===== config.mk =====
export PLATFORM = sky130hd
export DESIGN_NAME = coc_codec
export DESIGN_NICKNAME = d
export VERILOG_FILES = /design/src/logic/coc_pkg.sv /design/src/logic/coc_codec.sv
export VERILOG_INCLUDE_DIRS = /design/src /design/src/logic
export SDC_FILE = /design/constraint.sdc
export NUM_CORES = 1
export LEC_CHECK = 0
export BUFFER_PORTS_ARGS = -buffer_cell sky130_fd_sc_hd__buf_4
export CORE_ASPECT_RATIO = 0.9
export CORE_MARGIN = 4
export CORE_UTILIZATION = 45
export CTS_CLUSTER_DIAMETER = 40
export DETAILED_ROUTE_END_ITERATION = 10
export PLACE_DENSITY_LB_ADDON = 0.25
export SETUP_SLACK_MARGIN = 0.5
export SYNTH_ARGS = -nofsm -noshare
export SYNTH_HDL_FRONTEND = slang
export SYNTH_SLANG_ARGS = --single-unit
export TNS_END_PERCENT = 30

===== constraint.sdc =====
create_clock -name clk -period 1.6 [get_ports clk]
set_input_delay 0.16 -clock clk [delete_from_list [all_inputs] [get_ports clk]]
set_output_delay 0.16 -clock clk [all_outputs]
set_load 0.01 [all_outputs]

===== src/logic/coc_consts.svh =====
`ifndef COC_CONSTS_SVH
`define COC_CONSTS_SVH

// code-group values (8-bit form, K flag separate)
`define COC_K28_5           8'hBC
`define COC_D21_5           8'hB5
`define COC_D2_2            8'h42
`define COC_D16_2           8'h50

// register byte offsets
`define COC_OFF_CTRL        8'h00
`define COC_OFF_ADV         8'h04
`define COC_OFF_STATUS      8'h08
`define COC_OFF_RXCFG       8'h0C
`define COC_OFF_IRQST       8'h10
`define COC_OFF_IRQMSK      8'h14

// control fields
`define COC_CTRL_CFGEN      0
`define COC_CTRL_RESTART    1
`define COC_CTRL_CFG_RESET  1'b1

// configuration word fields
`define COC_BIT_FD          5
`define COC_BIT_HD          6
`define COC_BIT_ACK         14
`define COC_ADV_WMASK       16'hB1E0
`define COC_ADV_RESET       16'h0020

// code sets of all-zero word sent after a restart
`define COC_RESTART_SETS    4'h8

// interrupt bits
`define COC_IRQ_RESTART     0
`define COC_IRQ_PAGE        1
`define COC_IRQ_ACK         2
`define COC_IRQ_W           3

`endif


===== src/logic/coc_pkg.sv =====
`default_nettype none
package coc_pkg;
  typedef enum logic [1:0] {RX_EXPK, RX_SECOND, RX_LOW, RX_HIGH} coc_rx_t;
endpackage
`default_nettype wire


===== src/logic/coc_codec.sv =====
`timescale 1ns/1ps
`default_nettype none
`include "coc_consts.svh"

// Functional notes
// - two config sets: K28.5 then D21.5, or K28.5 then D2.2, plus two data groups.
// - third group carries word bits 7..0, fourth carries bits 15..8.
// - on the line the low byte goes first, then the high byte.
// - reserved bits of the sent base page are always zero.
// - sent base page has full duplex, half duplex, or both set.
// - ack starts zero, sets after three identical non-zero received words.
// - sent config sets alternate strictly between first and second type.
// - after restart only four-group config sets are sent.
// - low byte ?HF00000, high byte ?A??000?, ack at bit 14.
// - valid received set starts K28.5 then D21.5 or D2.2, four groups.
// - invalid groups received in config mode restart negotiation.
// - idle pattern K28.5, other data group, K28.5 again is accepted.
// - any other pattern in config mode is invalid and restarts.
// - running disparity errors, wrong-polarity K28.5 included, are invalid and restart.
// - restart sends all-zero word; steady invalid input keeps it zero.
// - a stream of only one set type still decodes and sets ack.
module coc_codec
  import coc_pkg::*;
(
  input  wire logic        clk,
  input  wire logic        rstn,
  input  wire logic        rxValid,
  input  wire logic [7:0]  rxData,
  input  wire logic        rxIsK,
  input  wire logic        rxDispErr,
  input  wire logic        rxCodeErr,
  output logic      [7:0]  txData,
  output logic             txIsK,
  input  wire logic        wb_cyc_i,
  input  wire logic        wb_stb_i,
  input  wire logic        wb_we_i,
  input  wire logic [7:0]  wb_adr_i,
  input  wire logic [3:0]  wb_sel_i,
  input  wire logic [31:0] wb_dat_i,
  output logic      [31:0] wb_dat_o,
  output logic             wb_ack_o,
  output logic             irq
);

  logic                cfgEn_reg;
  logic [15:0]         adv_reg;
  logic [2:0]          irqStat_reg;
  logic [2:0]          irqMask_reg;
  logic [1:0]          txSlot_reg;
  logic [1:0]          txPhase_reg;
  logic                txMode_reg;
  logic                txAlt_reg;
  logic [15:0]         txCfg_reg;
  logic [3:0]          zeroCnt_reg;
  coc_rx_t             rxState_reg;
  coc_rx_t             rxState_next;
  logic [7:0]          rxLow_reg;
  logic [15:0]         lastCfg_reg;
  logic [1:0]          matchCnt_reg;
  logic [1:0]          matchCnt_next;
  logic                ack_reg;
  logic                wbHit;
  logic                wbWr;
  logic [7:0]          adrOff;
  logic                swRestart;
  logic                rxBad;
  logic                cfgDone;
  logic                kStart;
  logic                restartNow;
  logic                ackRise;
  logic [15:0]         newCfg;
  logic [15:0]         advTx;
  logic [15:0]         advWr;
  logic [2:0]          irqEv;
  logic [2:0]          irqClr;
  logic [31:0]         rdData;

  // bus decode
  assign wbHit     = wb_cyc_i & wb_stb_i & ~wb_ack_o;
  assign wbWr      = wbHit & wb_we_i;
  assign adrOff    = {wb_adr_i[7:2], 2'b00};
  assign swRestart = wbWr & (adrOff == `COC_OFF_CTRL) & wb_sel_i[0]
                   & wb_dat_i[`COC_CTRL_RESTART];

  // receive parser, one code group per valid cycle
  assign kStart = rxIsK & (rxData == `COC_K28_5);
  always_comb
  begin
    rxState_next = rxState_reg;
    rxBad        = 1'b0;
    cfgDone      = 1'b0;
    if (rxValid)
    begin
      case (rxState_reg)
        RX_EXPK:
        begin
          if (kStart)
            rxState_next = RX_SECOND;
          else
            rxBad = 1'b1;
        end
        RX_SECOND:
        begin
          if (rxIsK)
          begin
            rxBad        = 1'b1;
            rxState_next = kStart ? RX_SECOND : RX_EXPK;
          end
          else if ((rxData == `COC_D21_5) || (rxData == `COC_D2_2))
            rxState_next = RX_LOW;
          else
            rxState_next = RX_EXPK;
        end
        RX_LOW, RX_HIGH:
        begin
          if (rxIsK)
          begin
            rxBad        = 1'b1;
            rxState_next = kStart ? RX_SECOND : RX_EXPK;
          end
          else if (rxState_reg == RX_LOW)
            rxState_next = RX_HIGH;
          else
          begin
            rxState_next = RX_EXPK;
            cfgDone      = 1'b1;
          end
        end
        default:
          rxState_next = RX_EXPK;
      endcase
      if (rxDispErr | rxCodeErr)
      begin
        rxBad        = 1'b1;
        rxState_next = RX_EXPK;
        cfgDone      = 1'b0;
      end
    end
  end

  assign restartNow = swRestart | (cfgEn_reg & rxBad);

  always_ff @(posedge clk)
  begin
    if (!rstn)
      rxState_reg <= RX_EXPK;
    else
      rxState_reg <= rxState_next;
  end

  always_ff @(posedge clk)
  begin
    if (!rstn)
      rxLow_reg <= 8'h00;
    else if (rxValid && (rxState_reg == RX_LOW) && !rxIsK)
      rxLow_reg <= rxData;
  end

  // ability match and acknowledge
  assign newCfg = {rxData, rxLow_reg};
  always_comb
  begin
    if (newCfg == 16'h0000)
      matchCnt_next = 2'd0;
    else if (newCfg == lastCfg_reg)
      matchCnt_next = (matchCnt_reg == 2'd3) ? 2'd3 : matchCnt_reg + 2'd1;
    else
      matchCnt_next = 2'd1;
  end
  assign ackRise = cfgDone & ~restartNow & (matchCnt_next == 2'd3) & ~ack_reg;

  always_ff @(posedge clk)
  begin
    if (!rstn || restartNow)
    begin
      matchCnt_reg <= 2'd0;
      lastCfg_reg  <= 16'h0000;
      ack_reg      <= 1'b0;
    end
    else if (cfgDone)
    begin
      matchCnt_reg <= matchCnt_next;
      lastCfg_reg  <= newCfg;
      if (matchCnt_next == 2'd3)
        ack_reg <= 1'b1;
    end
  end

  // transmit word build
  always_comb
  begin
    advTx = adv_reg & `COC_ADV_WMASK;
    if (!advTx[`COC_BIT_HD] && !advTx[`COC_BIT_FD])
      advTx[`COC_BIT_FD] = 1'b1;
    advTx[`COC_BIT_ACK] = ack_reg;
  end

  always_ff @(posedge clk)
  begin
    if (!rstn || restartNow)
      zeroCnt_reg <= `COC_RESTART_SETS;
    else if ((txSlot_reg == 2'd0) && (zeroCnt_reg != 4'h0))
      zeroCnt_reg <= zeroCnt_reg - 4'h1;
  end

  always_ff @(posedge clk)
  begin
    if (!rstn)
    begin
      txCfg_reg  <= 16'h0000;
      txMode_reg <= 1'b0;
    end
    else if (txSlot_reg == 2'd0)
    begin
      txMode_reg <= cfgEn_reg | swRestart;
      if ((zeroCnt_reg != 4'h0) || restartNow)
        txCfg_reg <= 16'h0000;
      else
        txCfg_reg <= advTx;
    end
  end

  always_ff @(posedge clk)
  begin
    if (!rstn)
    begin
      txSlot_reg  <= 2'd0;
      txPhase_reg <= 2'd0;
    end
    else
    begin
      txSlot_reg  <= txSlot_reg + 2'd1;
      txPhase_reg <= txSlot_reg;
    end
  end

  always_ff @(posedge clk)
  begin
    if (!rstn)
      txAlt_reg <= 1'b0;
    else if ((txSlot_reg == 2'd1) && txMode_reg)
      txAlt_reg <= ~txAlt_reg;
  end

  always_ff @(posedge clk)
  begin
    if (!rstn)
    begin
      txData <= `COC_K28_5;
      txIsK  <= 1'b1;
    end
    else
    begin
      case (txSlot_reg)
        2'd0:
        begin
          txData <= `COC_K28_5;
          txIsK  <= 1'b1;
        end
        2'd1:
        begin
          txIsK <= 1'b0;
          if (!txMode_reg)
            txData <= `COC_D16_2;
          else
            txData <= txAlt_reg ? `COC_D2_2 : `COC_D21_5;
        end
        2'd2:
        begin
          txData <= txMode_reg ? txCfg_reg[7:0] : `COC_K28_5;
          txIsK  <= ~txMode_reg;
        end
        default:
        begin
          txData <= txMode_reg ? txCfg_reg[15:8] : `COC_D16_2;
          txIsK  <= 1'b0;
        end
      endcase
    end
  end

  // software registers
  assign advWr = wb_dat_i[15:0] & `COC_ADV_WMASK;
  always_ff @(posedge clk)
  begin
    if (!rstn)
      cfgEn_reg <= `COC_CTRL_CFG_RESET;
    else if (swRestart)
      cfgEn_reg <= 1'b1;
    else if (wbWr && (adrOff == `COC_OFF_CTRL) && wb_sel_i[0])
      cfgEn_reg <= wb_dat_i[`COC_CTRL_CFGEN];
  end

  always_ff @(posedge clk)
  begin
    if (!rstn)
      adv_reg <= `COC_ADV_RESET;
    else if (wbWr && (adrOff == `COC_OFF_ADV))
    begin
      if (wb_sel_i[0])
        adv_reg[7:0] <= advWr[7:0];
      if (wb_sel_i[1])
        adv_reg[15:8] <= advWr[15:8];
    end
  end

  always_ff @(posedge clk)
  begin
    if (!rstn)
      irqMask_reg <= 3'b000;
    else if (wbWr && (adrOff == `COC_OFF_IRQMSK) && wb_sel_i[0])
      irqMask_reg <= wb_dat_i[2:0];
  end

  // sticky events, set wins over write-one-clear
  assign irqEv[`COC_IRQ_RESTART] = restartNow;
  assign irqEv[`COC_IRQ_PAGE]    = cfgDone & ~restartNow;
  assign irqEv[`COC_IRQ_ACK]     = ackRise;
  assign irqClr = (wbWr && (adrOff == `COC_OFF_IRQST) && wb_sel_i[0]) ? wb_dat_i[2:0] : 3'b000;

  always_ff @(posedge clk)
  begin
    if (!rstn)
    begin
      irqStat_reg <= 3'b000;
      irq         <= 1'b0;
    end
    else
    begin
      irqStat_reg <= (irqStat_reg & ~irqClr) | irqEv;
      irq         <= |(irqStat_reg & irqMask_reg);
    end
  end

  always_comb
  begin
    case (adrOff)
      `COC_OFF_CTRL:   rdData = {31'h00000000, cfgEn_reg};
      `COC_OFF_ADV:    rdData = {16'h0000, adv_reg};
      `COC_OFF_STATUS: rdData = {txCfg_reg, 12'h000, (zeroCnt_reg != 4'h0), matchCnt_reg, ack_reg};
      `COC_OFF_RXCFG:  rdData = {16'h0000, lastCfg_reg};
      `COC_OFF_IRQST:  rdData = {29'h00000000, irqStat_reg};
      `COC_OFF_IRQMSK: rdData = {29'h00000000, irqMask_reg};
      default:         rdData = 32'h00000000;
    endcase
  end

  always_ff @(posedge clk)
  begin
    if (!rstn)
    begin
      wb_ack_o <= 1'b0;
      wb_dat_o <= 32'h00000000;
    end
    else
    begin
      wb_ack_o <= wbHit;
      wb_dat_o <= (wbHit && !wb_we_i) ? rdData : 32'h00000000;
    end
  end
endmodule
`default_nettype wire


==> results of run 1 <==
-- layout make-up --
cell class	count	area (um^2)
multi-input combinational	317	2440
clock buffer	11	141
inverter	22	82.6
sequential	94	1910
timing repair buffer	146	1240
fill	648	2630
clock inverter	5	57.6
tap	119	149
-- worst min-delay path by stage --
stage	start	endpoint	slack [ns]	cells after the start
after CTS	wb_dat_i[5]	adv_reg[5]	0.01	3
final	wb_dat_i[5]	adv_reg[5]	0.03	3
after floorplan	rstn	txCfg_reg[15]	0.28	1
after detailed placement	wb_dat_i[5]	adv_reg[5]	0.39	3
after global routing	wb_dat_i[5]	adv_reg[5]	0.02	3
after global placement	wb_dat_i[5]	adv_reg[5]	0.39	3
-- worst min-delay path, delay by kind of cell --
| family | cells | cell delay (ns) |
|---|---|---|
| and+or+nand+nor | 1 | 0.05 |
| buffers and inverters | 1 | 0.08 |
| muxes | 1 | 0.06 |
-- power breakdown --
part	internal (mW)	switching [mW]
Sequential	2.38	0.0343
Combinational	0.294	0.308
Clock	0.770	0.828
Total	3.44	1.17
-- cell usage in the layout, fill, tap and decap left out, drive strengths merged, types with 7 or more instances in the layout --
cell,synthesis,layout
buf,18,144
dfxtp,94,94
nand2,59,59
nor2,49,49
a21oi,31,31
inv,22,23
mux2i,19,19
xnor2,17,17
and2,16,16
nor4,14,14
clkbuf,15,13
nor3,12,12
nand4,9,9
o22ai,9,9
o21ai,9,9
conb,1,8
a22oi,7,7
-- per-layer routing --
metal	part of all wire, %	GRT usage, %	vias up
met3	7.5	6.68	30
li1	-	-	1834
met1	44	27.6	1819
met4	2.5	7.09	0
met5	0	0	-
met2	46	34.0	175
-- per-stage QoR --
step / instances / setup TNS (ns) / cell area (um^2) / hold WS, ns
after floorplan: 466 / -0.297 / 4130 / 0.282
after global placement: 687 / -1.71 / 5090 / 0.388
after detailed placement: 687 / -3.22 / 5090 / 0.395
after CTS: 705 / -0.0536 / 5610 / 0.0148
after global routing: 714 / -0.691 / 6020 / 0.0173
final: 714 / 0 / 6020 / 0.0265
-- cells in the mapped netlist, types with 2 or more instances --
cell                       number  area [um^2]
sky130_fd_sc_hd__a211o_1        3         26.3
sky130_fd_sc_hd__a21boi_0       2         15.0
sky130_fd_sc_hd__a21oi_1       31          155
sky130_fd_sc_hd__a221o_1        2         20.0
sky130_fd_sc_hd__a22oi_1        7         52.6
sky130_fd_sc_hd__a31oi_1        5         31.3
sky130_fd_sc_hd__and2_1        16          100
sky130_fd_sc_hd__and3_1         4         25.0
sky130_fd_sc_hd__and4_1         2         17.5
sky130_fd_sc_hd__and4b_1        2         20.0
sky130_fd_sc_hd__buf_1          4         15.0
sky130_fd_sc_hd__buf_2          3         15.0
sky130_fd_sc_hd__buf_4          8         60.1
sky130_fd_sc_hd__buf_6          2         22.5
sky130_fd_sc_hd__clkbuf_1      14         52.6
sky130_fd_sc_hd__dfxtp_1       94         1880
sky130_fd_sc_hd__ha_1           5         62.6
sky130_fd_sc_hd__inv_1         22         82.6
sky130_fd_sc_hd__mux2_2         2         22.5
sky130_fd_sc_hd__mux2i_1       19          190
sky130_fd_sc_hd__nand2_1       59          221
sky130_fd_sc_hd__nand3_1        4         20.0
sky130_fd_sc_hd__nand4_1        9         56.3
sky130_fd_sc_hd__nand4b_1       2         17.5
sky130_fd_sc_hd__nor2_1        49          184
sky130_fd_sc_hd__nor3_1        10         50.1
sky130_fd_sc_hd__nor3b_1        5         37.5
sky130_fd_sc_hd__nor4_1        13         81.3
sky130_fd_sc_hd__o21ai_0        8         40.0
sky130_fd_sc_hd__o22ai_1        9         56.3
sky130_fd_sc_hd__o31ai_1        2         15.0
sky130_fd_sc_hd__or4_1          2         15.0
sky130_fd_sc_hd__xnor2_1       17          149
-- logic make-up after synthesis --
kind of cell / share of synthesized area (%)
AOI/OAI and AO/OA: 12.3
xor gates and xnor gates: 3.91
adders and majority gates: 1.55
buffers and inverters: 6.64
DFF: 46.7
muxes: 5.27
other: 0.0930
and+or+nand+nor: 23.6
-- what timing repair did --
action                     4_1_cts  5_1_grt
setup buffers                    2        6
hold buffers                     0        0
pin swaps                       52       46
gates cloned                     0        3
resized for setup               78       67
setup endpoints to repair       90       89
==> impl_results.html, run 1 <==
<table>
<tr><th>Metric</th><th>Value</th></tr>
<tr><th colspan="2">Synthesis</th></tr>
<tr><td>Leading register cell type out of synthesis</td><td>sky130_fd_sc_hd__dfxtp_1</td></tr>
<tr><td>Syn. warnings</td><td>0</td></tr>
<tr><td>Sequential cell area fraction in the yosys report</td><td>46.7%</td></tr>
<tr><td>Cell area after synthesis</td><td>4030 um^2</td></tr>
<tr><td>Cells after synthesis</td><td>459</td></tr>
<tr><td>Syn_area_per_cell</td><td>8.79 um^2</td></tr>
<tr><td>Synthesized flop and latch total</td><td>94</td></tr>
<tr><td>Distinct cells, synth</td><td>56</td></tr>
<tr><td>Number of enable flip-flop cells after synthesis</td><td>0</td></tr>
<tr><td>Fraction of registers with async set/reset</td><td>0%</td></tr>
<tr><th colspan="2">Clock network</th></tr>
<tr><td>Clock sinks</td><td>94</td></tr>
<tr><td>Number of clock buffers inserted by TritonCTS</td><td>9</td></tr>
<tr><td>TritonCTS clock tree</td><td>done</td></tr>
<tr><td>Clock insertion delay at the later pin of the skew report</td><td>0.36 ns</td></tr>
<tr><td>Number of buffers between clock root and the deepest sink</td><td>2</td></tr>
<tr><td>Master cell of the clock root buffer</td><td>sky130_fd_sc_hd__clkbuf_8</td></tr>
<tr><td>Clock-pin slew of the registers on the worst-case setup and hold paths</td><td>0.09 ns</td></tr>
<tr><td>H-tree Lvls</td><td>3</td></tr>
<tr><th colspan="2">Job</th></tr>
<tr><td>Total of max-cap violations</td><td>0</td></tr>
<tr><th colspan="2">Drt</th></tr>
<tr><td>Average wire per cell in the routed design</td><td>16.6 um</td></tr>
<tr><td>Via Count</td><td>3858</td></tr>
<tr><td>Final ANT Viol Nets</td><td>0</td></tr>
<tr><td>Post-route DRC</td><td>0</td></tr>
<tr><td>Routed wire length</td><td>11900 um</td></tr>
<tr><td>Number of detailed-route iterations in the first pass</td><td>5</td></tr>
<tr><td>DR vias/cell</td><td>5.40</td></tr>
<tr><td>DRC violation total after the first TritonRoute iteration</td><td>261</td></tr>
<tr><th colspan="2">STA</th></tr>
<tr><td>Unrepaired setup endpoints after global routing</td><td>yes</td></tr>
<tr><td>Hold violation count in the final report</td><td>0</td></tr>
<tr><td>Final cycle utilization of the critical path</td><td>99.0%</td></tr>
<tr><td>Pins Over Slew Limit</td><td>0</td></tr>
<tr><td>Worst Setup Slack, final</td><td>0.0162 ns</td></tr>
<tr><td>Final worst clock skew</td><td>0.00831 ns</td></tr>
<tr><td>Crit path time final</td><td>1.58 ns</td></tr>
<tr><td>Final number of setup-violating endpoints</td><td>0</td></tr>
<tr><td>Highest clock frequency the design can meet</td><td>0.631 GHz</td></tr>
<tr><th colspan="2">Power</th></tr>
<tr><td>P_leak</td><td>2.35 nW</td></tr>
<tr><td>Power density normalized to cell area</td><td>767 nW/um^2</td></tr>
<tr><td>Total power consumption of the routed design</td><td>4.61 mW</td></tr>
<tr><td>Worst vdd ir</td><td>0.514 mV</td></tr>
<tr><th colspan="2">Floorplan</th></tr>
<tr><td>Placeable core area</td><td>8650 um^2</td></tr>
<tr><td>Placement Rows</td><td>32</td></tr>
<tr><td>Floorplan die width</td><td>108 um</td></tr>
<tr><td>Starting density of the core</td><td>46.6%</td></tr>
<tr><td>Die Height</td><td>97.8 um</td></tr>
<tr><td>Die outline area</td><td>10500 um^2</td></tr>
<tr><td>I/O pin count</td><td>104</td></tr>
<tr><th colspan="2">Setup path</th></tr>
<tr><td>Slowest cell on the critical path</td><td>sky130_fd_sc_hd__dfxtp_2</td></tr>
<tr><td>Worst endpoint required time</td><td>1.86 ns</td></tr>
<tr><td>Total number of cells along the worst setup path</td><td>6</td></tr>
<tr><td>Worst Setup End Kind</td><td>flop</td></tr>
<tr><td>Largest driver fanout on the critical path</td><td>15</td></tr>
<tr><td>Depth of the most critical reg-to-reg path</td><td>6</td></tr>
<tr><td>Kind of cell adding the most delay to the critical path</td><td>simple AND/OR/NAND/NOR gates</td></tr>
<tr><td>Arrival time of the worst setup path</td><td>1.84 ns</td></tr>
<tr><td>CP max stage delay</td><td>0.33 ns</td></tr>
<tr><td>Endpoint of the worst register-to-register path</td><td>zeroCnt_reg[2]</td></tr>
<tr><td>Critical Path Start</td><td>wb_ack_o</td></tr>
<tr><td>Register-to-register setup slack</td><td>0.02 ns</td></tr>
<tr><td>R2R Path Start</td><td>wb_ack_o</td></tr>
<tr><td>Cell-by-cell trace of the critical path</td><td>and4b_2 &gt; nand4_1 &gt; o21ai_4 &gt; or2_4 &gt; buf_12 &gt; nor2_1</td></tr>
<tr><td>Timing endpoint of the critical path</td><td>zeroCnt_reg[2]</td></tr>
<tr><td>Count of buffering cells on the critical path with inverters included</td><td>1</td></tr>
<tr><td>Worst Path Class, Setup</td><td>flop to flop</td></tr>
<tr><td>Nature of the critical path startpoint</td><td>flop</td></tr>
<tr><th colspan="2">Placement</th></tr>
<tr><td>Setup Slack @ Placement</td><td>-0.175 ns</td></tr>
<tr><td>Quantity of I/O buffers inserted on ports</td><td>69</td></tr>
<tr><td>GP Congestion</td><td>0.904</td></tr>
<tr><td>Detailed Place HPWL</td><td>8010 um</td></tr>
<tr><th colspan="2">Global routing</th></tr>
<tr><td>Number of antenna violations at the first check in global routing</td><td>0</td></tr>
<tr><td>Via count of the first global-routing pass</td><td>3820</td></tr>
<tr><td>Maximum number of pins on one net before global-route repair</td><td>20</td></tr>
<tr><td>Wire length of the first global-routing pass</td><td>18200 um</td></tr>
<tr><td>Overall overflow remaining after global route</td><td>0</td></tr>
<tr><td>Overall global routing resource usage</td><td>21.4%</td></tr>
<tr><th colspan="2">Layout</th></tr>
<tr><td>Max reg flops</td><td>24</td></tr>
<tr><td>Number of nets in the finished design</td><td>656</td></tr>
<tr><td>Antenna cells</td><td>0</td></tr>
<tr><td>Final core utilization</td><td>69.6%</td></tr>
<tr><td>Area growth from synthesis to layout</td><td>49.2%</td></tr>
<tr><td>Layout cells sized above 1</td><td>45.2%</td></tr>
<tr><th colspan="2">Outcome</th></tr>
<tr><td>Result of the run</td><td>finished, final reports clean</td></tr>
<tr><th colspan="2">Worst hold path</th></tr>
<tr><td>Worst hold path class</td><td>input pin to flop</td></tr>
</table>
No activity file was read; power rests on OpenSTA's default activity.
==> run 2, diff against run 1 <==
Settings changed: GPL_TIMING_DRIVEN from default to 0.
Clock period 1.6 ns to 1.32 ns, I/O delays scaled along.
==> run 2 against run 1 <==
The flow now finishes with violations (setup timing). Total power rose by 25%. Largest cell class unchanged. Setup slack got worse by 0.45 ns. Maximum frequency fell by 9.8%. Highest routed layer unchanged. Core utilization fell by 1.5 points.
==> impl_results.html, run 2 (same netlist as run 1, synthesis figures left out) <==
<table>
<tr><th>Metric</th><th>Value</th></tr>
<tr><th colspan="2">Layout</th></tr>
<tr><td>Filler cell count in the final layout</td><td>653 (+0.77%)</td></tr>
<tr><td>Combined area of the multi-input logic cells</td><td>2440 um^2 (+0.10%)</td></tr>
<tr><td>Layout cells sized above 1</td><td>41.4% (-3.8 points)</td></tr>
<tr><td>Area growth from synthesis to layout</td><td>46.0%</td></tr>
<tr><td>Commonest non-fill, non-tap cells in the layout</td><td>sky130_fd_sc_hd__dfxtp_1, sky130_fd_sc_hd__buf_4, sky130_fd_sc_hd__nand2_1</td></tr>
<tr><td>Final core utilization</td><td>68.1% (-1.5 points)</td></tr>
<tr><td>Antenna cells</td><td>0 (unchanged)</td></tr>
<tr><td>Number of nets in the finished design</td><td>627 (-4.4%)</td></tr>
<tr><td>Commonest non-fill, non-tap cell in the layout</td><td>sky130_fd_sc_hd__dfxtp_1</td></tr>
<tr><td>Max reg flops</td><td>24 (unchanged)</td></tr>
<tr><td>Register area</td><td>1910 um^2 (+0.33%)</td></tr>
<tr><th colspan="2">Outcome</th></tr>
<tr><td>Result of the run</td><td>complete, but fails checks</td></tr>
<tr><td>Violated checks</td><td>setup timing</td></tr>
<tr><th colspan="2">Power</th></tr>
<tr><td>Net switching power</td><td>1.43 mW (+22%)</td></tr>
<tr><td>Internal Power</td><td>4.34 mW (+26%)</td></tr>
<tr><td>Total power consumption of the routed design</td><td>5.77 mW (+25%)</td></tr>
<tr><td>P_leak</td><td>2.19 nW (-6.9%)</td></tr>
<tr><td>Part of the total power dissipated in sequential elements</td><td>51.0% (-1.3 points)</td></tr>
<tr><td>Power density normalized to cell area</td><td>980 nW/um^2 (+28%)</td></tr>
<tr><td>Worst vdd ir</td><td>0.592 mV (+15%)</td></tr>
<tr><td>Part of the power in the clock network</td><td>36.6% (+2.0 points)</td></tr>
<tr><td>Combinational Power Share</td><td>12.4% (-0.7 points)</td></tr>
<tr><td>Switching power share of the total</td><td>24.7% (-0.63 points)</td></tr>
<tr><th colspan="2">STA</th></tr>
<tr><td>Tightest hold margin</td><td>0.00708 ns (-0.0194 ns)</td></tr>
<tr><td>Worst Setup Slack, final</td><td>-0.436 ns (-0.452 ns)</td></tr>
<tr><td>Highest clock frequency the design can meet</td><td>0.570 GHz (-9.8%)</td></tr>
<tr><td>Hold violation count in the final report</td><td>0 (unchanged)</td></tr>
<tr><td>Unrepaired setup endpoints after global routing</td><td>yes</td></tr>
<tr><td>Crit path time final</td><td>1.76 ns (+0.172 ns)</td></tr>
<tr><td>Worst Tran Pin Value</td><td>0.963 ns</td></tr>
<tr><td>Final worst clock skew</td><td>0.00772 ns (-0.000588 ns)</td></tr>
<tr><td>Worst slew margin</td><td>35.8%</td></tr>
<tr><td>Final cycle utilization of the critical path</td><td>133% (+34 points)</td></tr>
<tr><td>Pins Over Slew Limit</td><td>0 (unchanged)</td></tr>
<tr><td>Final number of setup-violating endpoints</td><td>73 (+73)</td></tr>
<tr><td>Sum of negative setup slack</td><td>-19.95 ns (-19.95 ns)</td></tr>
<tr><th colspan="2">Worst hold path</th></tr>
<tr><td>Worst hold path class</td><td>input pin to flop</td></tr>
<tr><td>Hold wc startpoint</td><td>wb_dat_i[13]</td></tr>
<tr><th colspan="2">Global routing</th></tr>
<tr><td>Overall overflow remaining after global route</td><td>0 (unchanged)</td></tr>
<tr><td>Number of antenna violations at the first check in global routing</td><td>0 (unchanged)</td></tr>
<tr><td>Via count of the first global-routing pass</td><td>3561 (-6.8%)</td></tr>
<tr><td>Wire length of the first global-routing pass</td><td>18100 um (-0.91%)</td></tr>
<tr><td>Overall global routing resource usage</td><td>21.7% (+0.37 points)</td></tr>
<tr><td>Maximum number of pins on one net before global-route repair</td><td>15 (-25%)</td></tr>
<tr><th colspan="2">Drt</th></tr>
<tr><td>Number of detailed-route iterations in the first pass</td><td>4 (-1)</td></tr>
<tr><td>Average wire per cell in the routed design</td><td>17.7 um (+6.7%)</td></tr>
<tr><td>DR vias/cell</td><td>5.55 (+2.7%)</td></tr>
<tr><td>Post-route DRC</td><td>0 (unchanged)</td></tr>
<tr><td>Via Count</td><td>3795 (-1.6%)</td></tr>
<tr><td>DRC violation total after the first TritonRoute iteration</td><td>280 (+7.3%)</td></tr>
<tr><td>Routed wire length</td><td>12100 um (+2.2%)</td></tr>
<tr><td>Final ANT Viol Nets</td><td>0 (unchanged)</td></tr>
<tr><th colspan="2">Setup path</th></tr>
<tr><td>Nature of the critical path startpoint</td><td>flop</td></tr>
<tr><td>Largest driver fanout on the critical path</td><td>9 (-6)</td></tr>
<tr><td>Worst Path Class, Setup</td><td>flop to flop</td></tr>
<tr><td>R2R Path Start</td><td>wb_ack_o</td></tr>
<tr><td>Arrival time of the worst setup path</td><td>2.01 ns (+0.17 ns)</td></tr>
<tr><td>Critical Path Start</td><td>wb_ack_o</td></tr>
<tr><td>Worst Setup End Kind</td><td>flop</td></tr>
<tr><td>Worst endpoint required time</td><td>1.58 ns (-0.28 ns)</td></tr>
<tr><th colspan="2">Clock network</th></tr>
<tr><td>Number of buffers between clock root and the deepest sink</td><td>2 (unchanged)</td></tr>
<tr><td>Master cell of the clock root buffer</td><td>sky130_fd_sc_hd__clkbuf_8</td></tr>
<tr><td>TritonCTS clock tree</td><td>done</td></tr>
<tr><td>Clock-pin slew of the registers on the worst-case setup and hold paths</td><td>0.09 ns (about the same)</td></tr>
<tr><td>Number of clock buffers inserted by TritonCTS</td><td>9 (unchanged)</td></tr>
<tr><td>H-tree Lvls</td><td>3 (unchanged)</td></tr>
<tr><td>Clock sinks</td><td>94 (unchanged)</td></tr>
<tr><td>Clock insertion delay at the later pin of the skew report</td><td>0.37 ns (about the same)</td></tr>
<tr><th colspan="2">Floorplan</th></tr>
<tr><td>Placement Rows</td><td>32 (unchanged)</td></tr>
<tr><td>Die outline area</td><td>10500 um^2 (unchanged)</td></tr>
<tr><td>Placeable core area</td><td>8650 um^2 (unchanged)</td></tr>
<tr><td>I/O pin count</td><td>104 (unchanged)</td></tr>
<tr><td>Starting density of the core</td><td>46.6% (unchanged)</td></tr>
<tr><td>Floorplan die width</td><td>108 um (unchanged)</td></tr>
<tr><td>Die Height</td><td>97.8 um (unchanged)</td></tr>
<tr><th colspan="2">Job</th></tr>
<tr><td>Total of max-cap violations</td><td>0 (unchanged)</td></tr>
<tr><th colspan="2">Placement</th></tr>
<tr><td>Quantity of I/O buffers inserted on ports</td><td>69 (unchanged)</td></tr>
<tr><td>Detailed Place HPWL</td><td>7790 um (-2.7%)</td></tr>
<tr><td>GP Congestion</td><td>0.905 (about the same)</td></tr>
</table>
-- run 2: cell count changes in the layout (fill, tap and decap cells not counted), sizes merged --
cell and delta:
buf -42, clkbuf +13, clkinv -2, bufinv +1
dlygate4sd3 +1, inv -1
-- run 2: cell type report --
| class | count | area share, % |
|---|---|---|
| plain buffers | 33 | 4.93 |
| multi-input cells | 317 | 41.5 |
| inverters | 22 | 1.49 |
| clock buffers | 12 | 2.47 |
| repair buffers | 84 | 13.5 |
| flip-flops and latches | 94 | 32.5 |
| clock inverters | 3 | 1.17 |
| well taps | 119 | 2.53 |
-- run 2: metal layers --
metal	vias up	routed length (um)	global-route usage (%)
li1	1784	-	-
met1	1804	5020	29.7
met2	183	5860	32.9
met3	24	1000	6.61
met4	0	245	6.99
met5	-	0	0
-- run 2: final timing paths --
| kind | end | slack [ns] | cells after the start |
|---|---|---|---|
| min | adv_reg[13] | 0.007 | 3 |
| min reg2reg | lastCfg_reg[9] | 0.49 | 2 |
| max reg2reg | txCfg_reg[6] | -0.44 | 7 |
| max | txCfg_reg[6] | -0.44 | 7 |
-- run 2: through the flow --
| step | std cells | instance area (um^2) | worst slack (ns) |
|---|---|---|---|
| finish | 684 | 5890 | -0.436 |
| global route | 684 | 5890 | -0.485 |
| CTS | 679 | 5510 | -0.463 |
| detailed placement | 654 | 4810 | -0.601 |
| global placement | 654 | 4810 | -0.595 |
| floorplan | 466 | 4140 | -0.353 |
-- run 2: critical path, stage by stage, from the launching register on --
cell and delay [ns]:
sky130_fd_sc_hd__dfxtp_2 0.33, sky130_fd_sc_hd__and4b_2 0.37, sky130_fd_sc_hd__nand4_1 0.26, sky130_fd_sc_hd__o21ai_4 0.15, sky130_fd_sc_hd__buf_4 0.14, sky130_fd_sc_hd__buf_8 0.13
sky130_fd_sc_hd__o22ai_2 0.09, sky130_fd_sc_hd__and2_1 0.17
-- run 2: repair_timing --
action / CTS / global route
hold buffers: 1 / 0
gates resized for setup: 108 / 80
setup endpoints to repair: 128 / 129
pin swaps: 25 / 28
setup buffers: 7 / 5
gates cloned: 2 / 0
hold endpoints to repair: 1 / 0
-- run 2: power groups by stage --
stage          Clock (mW)  Sequential [mW]  Combinational, mW
2_1_floorplan           0             2.99              0.297
3_3_place_gp            0             2.98              0.538
3_5_place_dp            0             2.98              0.544
4_1_cts              2.11             2.92              0.613
5_1_grt              2.24             2.95              0.770
6_report             2.11             2.94              0.716
